### config.mk
export PLATFORM = sky130hd
export DESIGN_NAME = rpg_guard
export DESIGN_NICKNAME = d
export VERILOG_FILES = /design/src/core/rpg_pkg.sv /design/src/core/rpg_guard.sv
export VERILOG_INCLUDE_DIRS = /design/src /design/src/core
export SDC_FILE = /design/constraint.sdc
export NUM_CORES = 1
export LEC_CHECK = 0
export ABC_CLOCK_PERIOD_IN_PS = 4400
export BUFFER_PORTS_ARGS = -buffer_cell sky130_fd_sc_hd__buf_2
export CAP_MARGIN = 5
export CORE_MARGIN = 8
export CORE_UTILIZATION = 30
export DETAILED_ROUTE_END_ITERATION = 7
export PLACE_DENSITY = 0.54
export SLEW_MARGIN = 20
export SYNTH_ARGS = -nofsm -noshare
export SYNTH_HDL_FRONTEND = slang
export SYNTH_SLANG_ARGS = --single-unit
### constraint.sdc
create_clock -name clock -period 4.4 [get_ports clock]
set_input_delay 0.66 -clock clock [delete_from_list [all_inputs] [get_ports clock]]
set_output_delay 0.66 -clock clock [all_outputs]
set_load 0.005 [all_outputs]
### src/core/rpg_map.svh
// Offsets, field positions, sizes, masks and codes of the page guard
`ifndef RPG_MAP_SVH
`define RPG_MAP_SVH
`define RPG_A_ID 8'h00
`define RPG_A_CTRL 8'h04
`define RPG_A_LIMIT 8'h08
`define RPG_A_ARG 8'h0C
`define RPG_A_CMD 8'h10
`define RPG_A_STAT 8'h14
`define RPG_A_SCODE 8'h18
`define RPG_A_SI1L 8'h1C
`define RPG_A_SI1H 8'h20
`define RPG_A_SI2 8'h24
`define RPG_A_SEVT 8'h28
`define RPG_A_SNRIP 8'h2C
`define RPG_A_VINTR 8'h30
`define RPG_LEVELS 4'h4
`define RPG_PAGES 16
`define RPG_ID_LVL_LSB 12
`define RPG_F_LIMIT 1
`define RPG_F_REFLECT 2
`define RPG_ALIGN_MASK 12'hE00
`define RPG_PERM_FULL 4'hF
`define RPG_CODE_NOT_VALID 32'h0000_0404
`define RPG_CODE_NPF 32'h0000_0400
`define RPG_CODE_VC_EXIT 32'h0000_0041
`define RPG_EI_ENC 34
`define RPG_EI_SIZEM 35
`define RPG_EI_LVL 36
`define RPG_EVT_VALID 31
`endif

### src/core/rpg_pkg.sv
// Types of the page guard
package rpg_pkg;
   typedef enum logic [1:0] {
      RPG_OP_UPDATE,
      RPG_OP_VALIDATE,
      RPG_OP_ADJUST,
      RPG_OP_NONE
   } rpg_op_t;
   typedef struct packed {
      logic [11:0] gpa;
      logic [7:0] tag;
      logic asg;
      logic sz;
      logic lock;
      logic val;
      logic [3:0][3:0] perm;
   } rpg_entry_t;
   typedef struct packed {
      logic valid;
      logic [1:0] kind;
      logic cpl3;
      logic [11:0] gpa_pg;
      logic [7:0] spa_pg;
      logic [1:0] npt_size;
      logic gpte_c;
      logic in_delivery;
      logic [31:0] gva;
      logic [31:0] nrip;
   } rpg_acc_t;
   typedef struct packed {
      logic done;
      logic grant;
      logic eff_c;
      logic pf_rsv;
      logic vc;
      logic [31:0] vc_code;
      logic [31:0] cr2;
      logic exit;
      logic [31:0] exit_code;
      logic [63:0] exit_info_one;
      logic [31:0] exit_info_two;
   } rpg_res_t;
endpackage : rpg_pkg

### src/core/rpg_guard.sv
// Page owner table, its operations and the guest access check
// Overview of operation
// - Entry update takes only address, owner, size, lock and tag from the argument.
// - Owner flag and tag (and lock) decide hypervisor, guest or processor.
// - Private access faults when recorded address or size mismatch mapping.
// - Unlocked pages may return to hypervisor; locked entries refuse updates.
// - Zeroed table is hypervisor-owned; pages beyond table stay hypervisor.
// - Private access to an unvalidated page raises the comm exception.
// - Newly assigned pages start not validated.
// - Page validate sets or clears the validated flag.
// - Unassign, reassign or remap by update clears validated.
// - Validate 4KB over large mapping faults; 2MB over 4KB errors.
// - Levels count from 0; number of levels in id bits 15:12.
// - One mask per level; accesses check the current level's mask.
// - Mask bits read, write, user exec, supervisor exec; rest zero.
// - Level permission faults set a dedicated exit info bit.
// - Assignment gives level 0 full rights and others none.
// - Permission adjust touches only numerically higher levels.
// - Permission adjust fails granting rights the caller lacks.
// - With private limit on, data below limit is encrypted, above not.
// - With private limit on, guest table encryption bit faults reserved.
// - Exception exit enable turns comm exceptions into exits.
// - Reflected exit uses its code and saves original event details.
// - Reflection during delivery sets event valid and maybe busy.
// - Saved exit fields are filled on every automatic exit.
// - Exit info bit 36 flags level permission failures.
// - Validation failure reports code 0x404 and the faulting address.
`timescale 1ns/100ps
`include "rpg_map.svh"
module rpg_guard (
   input wire logic clock,
   input wire logic rstn,
   input wire logic [7:0] addr,
   input wire logic [31:0] wdata,
   input wire logic wr,
   input wire logic rd,
   output logic [31:0] rdata,
   input wire rpg_pkg::rpg_acc_t acc,
   output rpg_pkg::rpg_res_t res
);
   rpg_pkg::rpg_entry_t tbl_r [`RPG_PAGES];
   logic [7:0] feat_r;
   logic alt_r;
   logic [1:0] lvl_r;
   logic [7:0] tag_r;
   logic [11:0] limit_r;
   logic [31:0] arg_r;
   logic [2:0] stat_r;
   logic [2:0] stat_nxt;
   logic [31:0] scode_r;
   logic [63:0] si1_r;
   logic [31:0] si2_r;
   logic [31:0] sevt_r;
   logic [31:0] snrip_r;
   logic busy_r;
   logic [31:0] rdata_r;
   logic [31:0] rdata_nxt;
   rpg_pkg::rpg_res_t res_r;
   rpg_pkg::rpg_res_t res_nxt;

   // Pages past the table read as a zero entry: hypervisor-owned
   function automatic logic covered(input logic [7:0] pg);
      covered = pg < 8'(`RPG_PAGES);
   endfunction : covered

   // Operation decode
   wire cmd_wr = wr && addr == `RPG_A_CMD;
   wire rpg_pkg::rpg_op_t op = rpg_pkg::rpg_op_t'(wdata[1:0]);
   wire [7:0] idx = wdata[11:4];
   wire [1:0] op_npt = wdata[13:12];
   wire op_cov = covered(idx);
   wire rpg_pkg::rpg_entry_t e_op = op_cov ? tbl_r[idx[3:0]] : '0;
   wire [11:0] na_gpa = arg_r[11:0];
   wire [7:0] na_tag = arg_r[19:12];
   wire na_asg = arg_r[20];
   wire na_sz = arg_r[21];
   wire na_lock = arg_r[22];
   wire [1:0] tl = arg_r[25:24];
   wire [3:0] msk = arg_r[31:28];

   // Locked entries belong to the security processor only
   wire upd_ok = op_cov && !e_op.lock;
   wire upd_chg = na_asg != e_op.asg || na_tag != e_op.tag ||
      na_gpa != e_op.gpa || na_sz != e_op.sz;
   wire own_op = op_cov && e_op.asg && e_op.tag == tag_r;
   wire v_npf = own_op && !na_sz && op_npt != 2'b00;
   wire v_err = own_op && na_sz && op_npt == 2'b00;
   wire v_ok = own_op && !v_npf && !v_err;
   wire a_ok = own_op && tl > lvl_r &&
      (msk & ~e_op.perm[lvl_r]) == 4'h0;
   wire upd_fire = cmd_wr && op == rpg_pkg::RPG_OP_UPDATE;
   wire val_fire = cmd_wr && op == rpg_pkg::RPG_OP_VALIDATE;
   wire adj_fire = cmd_wr && op == rpg_pkg::RPG_OP_ADJUST;

   rpg_pkg::rpg_entry_t e_new;
   always_comb begin
      e_new = e_op;
      stat_nxt = stat_r;
      unique case (op)
         rpg_pkg::RPG_OP_UPDATE: begin
            e_new.gpa = na_gpa;
            e_new.tag = na_tag;
            e_new.asg = na_asg;
            e_new.sz = na_sz;
            e_new.lock = na_lock;
            if (upd_chg) begin
               e_new.val = 1'b0;
            end
            if (upd_chg && na_asg) begin
               e_new.perm = {12'h000, `RPG_PERM_FULL};
            end
            stat_nxt = {2'b00, !upd_ok};
         end
         rpg_pkg::RPG_OP_VALIDATE: begin
            e_new.val = arg_r[23];
            stat_nxt = {v_npf, v_err, !v_ok};
         end
         rpg_pkg::RPG_OP_ADJUST: begin
            e_new.perm[tl] = msk;
            stat_nxt = {2'b00, !a_ok};
         end
         rpg_pkg::RPG_OP_NONE: begin
            stat_nxt = stat_r;
         end
      endcase
   end
   wire tbl_we = (upd_fire && upd_ok) || (val_fire && v_ok) ||
      (adj_fire && a_ok);

   // Access check
   wire a_cov = covered(acc.spa_pg);
   wire rpg_pkg::rpg_entry_t ea = a_cov ? tbl_r[acc.spa_pg[3:0]] : '0;
   wire is_data = !acc.kind[1];
   wire lim_on = feat_r[`RPG_F_LIMIT];
   wire below = acc.gpa_pg < (limit_r & `RPG_ALIGN_MASK);
   // Fetches and table walks are always private
   wire eff_c = !is_data || (lim_on ? below : acc.gpte_c);
   wire pf_rsv = lim_on && acc.gpte_c;
   wire own_a = a_cov && ea.asg && ea.tag == tag_r;
   wire map_ok = ea.gpa == acc.gpa_pg &&
      ea.sz == (acc.npt_size != 2'b00);
   wire npf_rmp = eff_c ? !(own_a && map_ok && !ea.lock) : ea.asg;
   wire vc_hit = eff_c && !npf_rmp && !ea.val;
   wire [3:0] pm = ea.perm[lvl_r];
   wire need = acc.kind == 2'd1 ? pm[1] :
      acc.kind == 2'd2 ? (acc.cpl3 ? pm[2] : pm[3]) : pm[0];
   wire lvl_f = eff_c && !npf_rmp && !vc_hit && !need;
   wire a_npf = acc.valid && !pf_rsv && (npf_rmp || lvl_f);
   wire a_vc = acc.valid && !pf_rsv && vc_hit;
   wire reflect = a_vc && feat_r[`RPG_F_REFLECT];
   wire [63:0] i1 = (64'(eff_c) << `RPG_EI_ENC) |
      (64'(lvl_f) << `RPG_EI_LVL);
   wire [63:0] i1_op = 64'h0000_0000_0000_0001 << `RPG_EI_SIZEM;
   wire op_exit = val_fire && v_npf;
   wire any_exit = a_npf || reflect || op_exit;

   always_comb begin
      res_nxt = '0;
      res_nxt.done = acc.valid;
      res_nxt.grant = acc.valid && !pf_rsv && !a_npf && !a_vc;
      res_nxt.eff_c = eff_c;
      res_nxt.pf_rsv = acc.valid && pf_rsv;
      res_nxt.vc = a_vc && !reflect;
      res_nxt.vc_code = `RPG_CODE_NOT_VALID;
      res_nxt.cr2 = acc.gva;
      res_nxt.exit = any_exit;
      res_nxt.exit_code = reflect ? `RPG_CODE_VC_EXIT : `RPG_CODE_NPF;
      res_nxt.exit_info_one = reflect ? 64'h0 : (a_npf ? i1 : i1_op);
      res_nxt.exit_info_two = {20'h00000, acc.gpa_pg};
   end

   // Register read
   always_comb begin
      unique case (addr)
         `RPG_A_ID: rdata_nxt = 32'(`RPG_LEVELS) << `RPG_ID_LVL_LSB;
         `RPG_A_CTRL: rdata_nxt = {12'h000, tag_r, lvl_r, 1'b0, alt_r, feat_r};
         `RPG_A_LIMIT: rdata_nxt = {20'h00000, limit_r};
         `RPG_A_ARG: rdata_nxt = arg_r;
         `RPG_A_STAT: rdata_nxt = {29'h0, stat_r};
         `RPG_A_SCODE: rdata_nxt = scode_r;
         `RPG_A_SI1L: rdata_nxt = si1_r[31:0];
         `RPG_A_SI1H: rdata_nxt = si1_r[63:32];
         `RPG_A_SI2: rdata_nxt = si2_r;
         `RPG_A_SEVT: rdata_nxt = sevt_r;
         `RPG_A_SNRIP: rdata_nxt = snrip_r;
         `RPG_A_VINTR: rdata_nxt = {31'h0, busy_r};
         default: rdata_nxt = 32'h0000_0000;
      endcase
   end

   always_ff @(posedge clock or negedge rstn) begin
      if (!rstn) begin
         for (int i = 0; i < `RPG_PAGES; i++) begin
            tbl_r[i] <= '0;
         end
      end else if (tbl_we) begin
         tbl_r[idx[3:0]] <= e_new;
      end
   end

   always_ff @(posedge clock or negedge rstn) begin
      if (!rstn) begin
         feat_r <= 8'h00;
         alt_r <= 1'b0;
         lvl_r <= 2'b00;
         tag_r <= 8'h00;
         limit_r <= 12'h000;
         arg_r <= 32'h0000_0000;
         stat_r <= 3'b000;
      end else begin
         if (wr && addr == `RPG_A_CTRL) begin
            feat_r <= wdata[7:0];
            alt_r <= wdata[8];
            lvl_r <= wdata[11:10];
            tag_r <= wdata[19:12];
         end
         if (wr && addr == `RPG_A_LIMIT) begin
            limit_r <= wdata[11:0];
         end
         if (wr && addr == `RPG_A_ARG) begin
            arg_r <= wdata;
         end
         if (cmd_wr) begin
            stat_r <= stat_nxt;
         end
      end
   end

   // Busy set beats a software clear in the same cycle
   wire busy_set = reflect && acc.in_delivery && alt_r;
   always_ff @(posedge clock or negedge rstn) begin
      if (!rstn) begin
         scode_r <= 32'h0000_0000;
         si1_r <= 64'h0;
         si2_r <= 32'h0000_0000;
         sevt_r <= 32'h0000_0000;
         snrip_r <= 32'h0000_0000;
         busy_r <= 1'b0;
      end else begin
         if (any_exit) begin
            scode_r <= reflect ? `RPG_CODE_NOT_VALID
               : res_nxt.exit_code;
            si1_r <= reflect ? 64'h0 : res_nxt.exit_info_one;
            si2_r <= reflect ? acc.gva : res_nxt.exit_info_two;
            sevt_r <= reflect ? 32'(acc.in_delivery) << `RPG_EVT_VALID
               : 32'h0000_0000;
            snrip_r <= acc.nrip;
         end
         if (busy_set) begin
            busy_r <= 1'b1;
         end else if (wr && addr == `RPG_A_VINTR) begin
            busy_r <= wdata[0];
         end
      end
   end

   always_ff @(posedge clock or negedge rstn) begin
      if (!rstn) begin
         res_r <= '0;
         rdata_r <= 32'h0000_0000;
      end else begin
         res_r <= res_nxt;
         rdata_r <= rd ? rdata_nxt : 32'h0000_0000;
      end
   end
   assign res = res_r;
   assign rdata = rdata_r;

   // Index of the previous cycle's command, only for the table assertions
   logic [3:0] op_idx_q;
   always_ff @(posedge clock or negedge rstn) begin
      if (!rstn) begin
         op_idx_q <= 4'h0;
      end else begin
         op_idx_q <= idx[3:0];
      end
   end
endmodule : rpg_guard

==> results of run 1 <==
==> layout make-up <==
type	instances	area share (%)
Sequential cell	865	38.0
Antenna cell	3	0.0132
Timing Repair Buffer	776	12.3
Inverter	57	0.376
Tap cell	2044	4.49
Clock inverter	33	0.661
Multi-Input combinational cell	2798	39.4
Clock buffer	135	4.85
==> synthesized netlist by cell type (all sizes together) (43+ instances only) <==
master / count / area (um2)
nand2: 469 / 1760
mux2i: 191 / 1910
a21o: 166 / 1250
inv: 56 / 210
nand4: 43 / 269
clkbuf: 163 / 613
o21ai: 394 / 2000
buf: 322 / 2150
mux4: 272 / 6130
a22oi: 115 / 863
nor2: 245 / 927
mux2: 217 / 2440
nor3: 47 / 246
a21oi: 58 / 294
dfrtp: 865 / 21600
==> sequential cells by signal (all words and copies together), names as in the netlist, 2 cells and up <==
name     count
limit_r     12
tag_r        8
arg_r       32
si2_r       32
tbl_r      640
res         56
feat_r       8
scode_r      2
snrip_r     32
lvl_r        2
rdata       32
si1_r        3
stat_r       3
==> layer usage <==
| metal | share of wire, % | up-vias | GRT usage (%) |
|---|---|---|---|
| met2 | 46 | 1735 | 32.6 |
| met5 | 0.0073 | - | 0 |
| met4 | 3.9 | 2 | 7.75 |
| li1 | - | 15700 | - |
| met1 | 42 | 18800 | 27.8 |
| met3 | 7.8 | 332 | 4.06 |
==> worst min-delay path by stage <==
stage	cells past startpoint	endpoint	slack, ns	start
after floorplan	0	alt_r	0.36	rstn
after global placement	1	scode_r[10]	0.45	scode_r[10]
after detailed placement	1	scode_r[10]	0.46	scode_r[10]
after CTS	1	res[141]	0.06	acc[44]
after global routing	1	res[136]	0.09	acc[39]
final	1	res[11]	0.05	rstn
==> kinds of logic (layout without fill, tap and decap cells) <==
logic type / Yosys count / count (layout)
buf+inv: 542 / 1001
compound gates: 941 / 941
simple gates: 993 / 993
fa+ha+maj: 8 / 8
xor+xnor: 35 / 35
mux: 680 / 680
other cells: 2 / 144
flops: 865 / 865
==> cells in the final DEF, fill, tap and decap left out, drive strengths merged, types with 25 or more instances in the layout <==
cell	count
clkbuf	135
mux2	217
buf	776
nor2	245
a21oi	58
conb	141
nor2b	29
dfrtp	865
nand2	469
a22oi	115
mux4	272
a222oi	25
nand3	34
o21ai	394
inv	59
mux2i	191
nor3	47
nand4	43
a22o	34
a21o	166
==> worst reg2reg max path: stages (launching register included) <==
cell	delay (ns)
dfrtp_1	0.53
buf_4	0.41
buf_4	0.23
nand2_1	0.12
o22ai_1	0.32
o41ai_1	0.19
or4_1	0.58
buf_4	0.20
or3_1	0.37
and4b_1	0.26
nor3_4	0.20
buf_12	0.16
buf_12	0.17
mux2_2	0.36
==> power breakdown <==
group | switching (mW) | internal, mW
logic | 0.979 | 0.625
clock network | 3.46 | 4.72
registers | 0.101 | 8.06
==> metrics by stage <==
stage	utilization (%)	TNS, ns
3_5_place_dp	35.1	-121.92
6_report	37.1	0
5_1_grt	37.1	0
4_1_cts	37.1	0
3_3_place_gp	35.1	-114.40
2_1_floorplan	-	0
==> metrics.md, run 1 <==
| Metric | Value |
|---|---|
| Vias | 36,600 |
| NumNets Final | 4,739 |
| First-pass GRT wire length | 261 mm |
| Ys Warns | 0 |
| Total of max-cap violations | 0 |
| Main combinational cell family by area after synthesis | multiplexers |
| Multi-input gate area | 0.0224 mm2 |
| Dpl cell area | 0.0538 mm2 |
| Final worst slack | 0.171 ns |
| Synth cell types | 92 |
| DR WL/cell | 26.4 um |
| Crit-path max FO | 21 |
| Part of the cycle the worst path needs | 96.1% |
| WHS | 0.0451 ns |
| Share of post-route cells with drive strength above 1 | 31.0% |
| DRT iter0 DRCs | 3,911 |
| Cts hold-fix bufs | 0 |
| Post-cts resize count | 0 |
| RR Startpoint | lvl_r[0] |
| Worst hold path type | in2async |
| GRT Total Usage | 20.6% |
| Root Driver | clkbuf_16 |
| Register area | 0.0216 mm2 |
| Critical Path RT | 4.95 ns |
| Die X | 408 um |
| Critical-path cell list | buf_4, buf_4, nand2_1, o22ai_1, o41ai_1, or4_1, buf_4, or3_1, and4b_1, nor3_4, buf_12, buf_12, mux2_2 |
| Slew Limit Fails | 0 |
| Cells on worst reg2reg path | 13 |
| Setup crit end kind | flip-flop |
| Cells after Synth | 4,066 |
| Initial antenna violation count | 4 |
| Core Region | 0.154 mm2 |
| Synthesis-to-layout area growth | 23.3% |
| FF+latch count, synth | 865 |
| FP Rows | 144 |
| Pin count of the biggest net entering global routing | 108 |
| CP delay by family, top | simple AND/OR/NAND/NOR gates |
| H-tree levels | 3 |
| Routability cong. | 0.904 |
| Crit path largest cell delay | 0.58 ns |
| Mux cell area share after synthesis | 22.7% |
| Leak Pwr | 26.7 nW |
| Post-synth EDFFs | 0 |
| Final WL | 177 mm |
| Postcts setup bufs | 0 |
| Finish-stage setup viols | 0 |
| PortBufs | 225 |
| GRT overflow | 0 |
| Fmax | 0.236 GHz |
| Die ar. | 0.167 mm2 |
| Num CTS Buffers | 97 |
| Layout Skew | 0.0352 ns |
| Setup crit end | snrip_r[26] |
| Critical path data arrival time | 4.78 ns |
| Adder-Cell Fraction of Synth Area | 0.217% |
| PD cells | 315 mW/mm2 |
| Mapped Area | 0.0462 mm2 |
| Post-synth top flop | dfrtp_1 |
| Worst-path clk slew | 0.06 ns |
| Fin crit period | 4.23 ns |
| Worst Setup Start Kind | flip-flop |
| Setup Crit Path Kind | reg2reg |
| Initial Utilization | 30.1% |
| Synth async-reset ratio | 100% |
| Dpl hpwl | 128 mm |
| Post-Synth Simple-Gate Area | 9.69% |
| Non-filler cells, final | 6,711 |
| Seq/Total Area, Yosys | 46.8% |
| Worst-Margin Slew | 1.06 ns |
| Final hold violations | 0 |
| Post-route ant nets | 0 |
| RSZ-0062 raised after global routing | no |
| CTS Sinks | 865 |
| Vias in the first global route | 37,100 |
| Cell area after layout | 0.0570 mm2 |
| Status | finished clean |
| Die height | 408 um |
| Setup WS pre-CTS | -0.309 ns |
| Total power | 18.0 mW |
| CTS tree | done |
| Worst path bufs/invs | 5 |
| Latest clock arrival within the worst-skew pair | 0.70 ns |
| Relative slew slack | 29.5% |
| I/O pin count | 366 |
| R2r setup slk | 0.17 ns |
| Pre-antenna DRT Iters | 8 |
| Inst Count DP | 6,540 |
| DRC viols | 0 |
| Slowest CP cell | or4_1 |
| Crit path depth | 13 |
| RR Endpoint | snrip_r[26] |
| Clk buf depth | 3 |
| XOR/XNOR Fraction of Synth Area | 0.663% |
| Mean post-synth cell area | 11.4 um2 |
| Synth Area in Compound Gates | 13.4% |
| Max VDD drop | 0.284 mV |
| Critical path startpoint | lvl_r[0] |
| Most common cell type on the critical path | buf_4 |
| Filler Cells Inserted | 14,900 |
| Vias/cell | 5.45 |
Power figures use the tool's default switching activity.
==> run 2: changes to the inputs <==
Settings changed: ABC_CLOCK_PERIOD_IN_PS 4400 to 3800, CELL_PAD_IN_SITES_DETAIL_PLACEMENT set to 1, CELL_PAD_IN_SITES_GLOBAL_PLACEMENT set to 1, GPL_ROUTABILITY_DRIVEN set to 0, PLACE_DENSITY 0.54 to 0.64.
Clock period 4.4 ns to 3.8 ns, I/O delays scaled along.
==> metrics.md, run 2 (synthesis gave the netlist of run 1 again) <==
| Metric | Value |
|---|---|
| R2r setup slk | -0.02 ns (-0.19 ns) |
| Vias in the first global route | 40,100 (+8.0%) |
| Root Driver | clkbuf_16 |
| PD cells | 362 mW/mm2 (+15%) |
| Setup crit end kind | flip-flop |
| Part of the cycle the worst path needs | 102% |
| GRT Total Usage | 22.0% (+1.5 points) |
| Synthesis-to-layout area growth | 27.3% |
| Latest clock arrival within the worst-skew pair | 0.73 ns (+0.03 ns) |
| Pre-antenna DRT Iters | 7 (-1) |
| PortBufs | 225 (unchanged) |
| RR Startpoint | lvl_r[0] |
| Number of flip-flops in the largest register | 640 (unchanged) |
| Status | finished, violations left |
| Vias/cell | 5.56 (+2.0%) |
| Initial Utilization | 30.1% (unchanged) |
| Num CTS Buffers | 94 (-3.1%) |
| Hold Path Sink | res[3] |
| Final WL | 192 mm (+8.6%) |
| Critical path data arrival time | 4.45 ns (-0.33 ns) |
| RSZ-0062 raised after global routing | yes |
| CTS Sinks | 865 (unchanged) |
| Leak Pwr | 27.7 nW (+3.8%) |
| Most frequent cells in the layout | dfrtp_1, buf_4, nand2_1 |
| Total of max-cap violations | 0 (unchanged) |
| Die ar. | 0.167 mm2 (unchanged) |
| NumNets Final | 4,879 (+3.0%) |
| Fin crit period | 3.87 ns |
| Finish-stage setup viols | 35 (+35) |
| Slew Limit Fails | 0 (unchanged) |
| Cells on worst reg2reg path | 13 (unchanged) |
| Most common cell after layout, fill and taps aside | dfrtp_1 |
| Clk buf depth | 3 (unchanged) |
| Biggest register | tbl_r |
| Die height | 408 um (unchanged) |
| First-pass GRT wire length | 281 mm (+7.4%) |
| Dpl cell area | 0.0545 mm2 (+1.3%) |
| Vias | 38,100 (+4.2%) |
| GRT overflow | 0 (unchanged) |
| WHS | 0.0674 ns (+0.0223 ns) |
| WHS Path Cells | 1 |
| Setup WS pre-CTS | -0.850 ns (-0.541 ns) |
| Core Region | 0.154 mm2 (unchanged) |
| DRC viols | 0 (unchanged) |
| Relative slew slack | 31.7% (+2.2 points) |
| Post-Route Utilization | 38.3% (+1.2 points) |
| Final worst slack | -0.0734 ns (-0.245 ns) |
| DRT iter0 DRCs | 3,676 (-6.0%) |
| Initial antenna violation count | 4 (unchanged) |
| Worst-Margin Slew | 1.02 ns (-0.0348 ns) |
| Worst-path clk slew | 0.06 ns (about the same) |
| Crit-path max FO | 15 (-29%) |
| Pin count of the biggest net entering global routing | 94 (-13%) |
| Post-route ant nets | 0 (unchanged) |
| Total power | 21.3 mW (+19%) |
| Die X | 408 um (unchanged) |
| I/O pin count | 366 (unchanged) |
| H-tree levels | 3 (unchanged) |
| Critical Path RT | 4.38 ns (-0.57 ns) |
| Share of post-route cells with drive strength above 1 | 34.0% (+2.9 points) |
| Max VDD drop | 0.367 mV (+29%) |
| Fmax | 0.258 GHz |
| Failing checks | negative setup slack |
| Worst Setup Start Kind | input port |
| DR WL/cell | 28.0 um (+6.3%) |
| FP Rows | 144 (unchanged) |
| RR Endpoint | snrip_r[22] |
| Setup Crit Path Kind | in2reg |
| Layout Skew | 0.0437 ns (+0.00851 ns) |
| Final hold violations | 0 (unchanged) |
| Dpl hpwl | 138 mm (+7.9%) |
| Cell area after layout | 0.0588 mm2 (+3.3%) |
| Hold Crit Start | acc[79] |
| Worst hold path type | in2reg |
| CTS tree | done |
[run 2: cell count changes in the layout (fill, tap and decap cells not counted), moves of 9 or more]
cell           change
buf_4             +98
mux2_4            +41
dlygate4sd3_1     +35
mux2_2            -31
buf_6             +11
mux2_1            -10
o21ai_0           -10
nor4_1             -9
[run 2: what timing repair did]
item                       4_1_cts  5_1_grt
hold buffers                    35        0
pin swaps                        3       30
resized for setup                6       77
hold endpoints to repair        91        0
cloned                           0        7
setup endpoints to repair      220      625
setup buffers                    1       26
[run 2: worst max path at each step]
| stage | from | end | slack, ns | cells after the start |
|---|---|---|---|---|
| 3_5_place_dp | wdata[4] | tbl_r[556] | -0.85 | 16 |
| 5_1_grt | tbl_r[350] | snrip_r[20] | -0.09 | 13 |
| 4_1_cts | tbl_r[24] | tbl_r[286] | 0.00008 | 13 |
| 6_report | acc[75] | snrip_r[22] | -0.07 | 16 |
| 2_1_floorplan | acc[68] | si2_r[7] | -0.09 | 14 |
| 3_3_place_gp | acc[68] | si2_r[7] | -0.85 | 15 |
[run 2: worst max-delay path: stages]
cell	delay [ns]
buf_2	0.11
nor4_2	0.25
buf_4	0.21
nand2b_1	0.31
buf_4	0.33
o211ai_1	0.43
buf_4	0.22
xor2_1	0.07
nor2_1	0.12
nand4b_1	0.15
or3_4	0.49
o211a_4	0.28
nor3_4	0.21
buf_12	0.17
buf_12	0.17
mux2_4	0.31
[run 2: through the flow]
step           TNS (ns)  std cells
2_1_floorplan     -2.49       4205
3_3_place_gp    -480.92       6615
3_5_place_dp    -507.15       6615
4_1_cts               0       6821
5_1_grt           -2.33       6853
6_report          -1.25       6854
[run 2: report_power, final]
part	switching (mW)	internal, mW
clock	4.11	5.63
sequential	0.124	9.34
combinational	1.21	0.862
total	5.45	15.8
[run 2: layer usage]
layer	vias to the layer above	GRT usage, %	wire length [um]
met4	4	8.71	8270
met2	1537	35.8	90200
met5	-	0	20
met1	20200	29.2	80900
met3	391	3.79	12800
li1	16000	-	-
[run 2: area by class of cell]
| class | instances | area (um2) |
|---|---|---|
| repair buffers | 919 | 8190 |
| diodes | 1 | 2.50 |
| well taps | 2044 | 2560 |
| multi-input cells | 2798 | 23000 |
| fillers | 16700 | 94700 |
| clock inverters | 32 | 510 |
| inverters | 57 | 214 |
| clock buffers | 138 | 2740 |
| flip-flops and latches | 865 | 21600 |
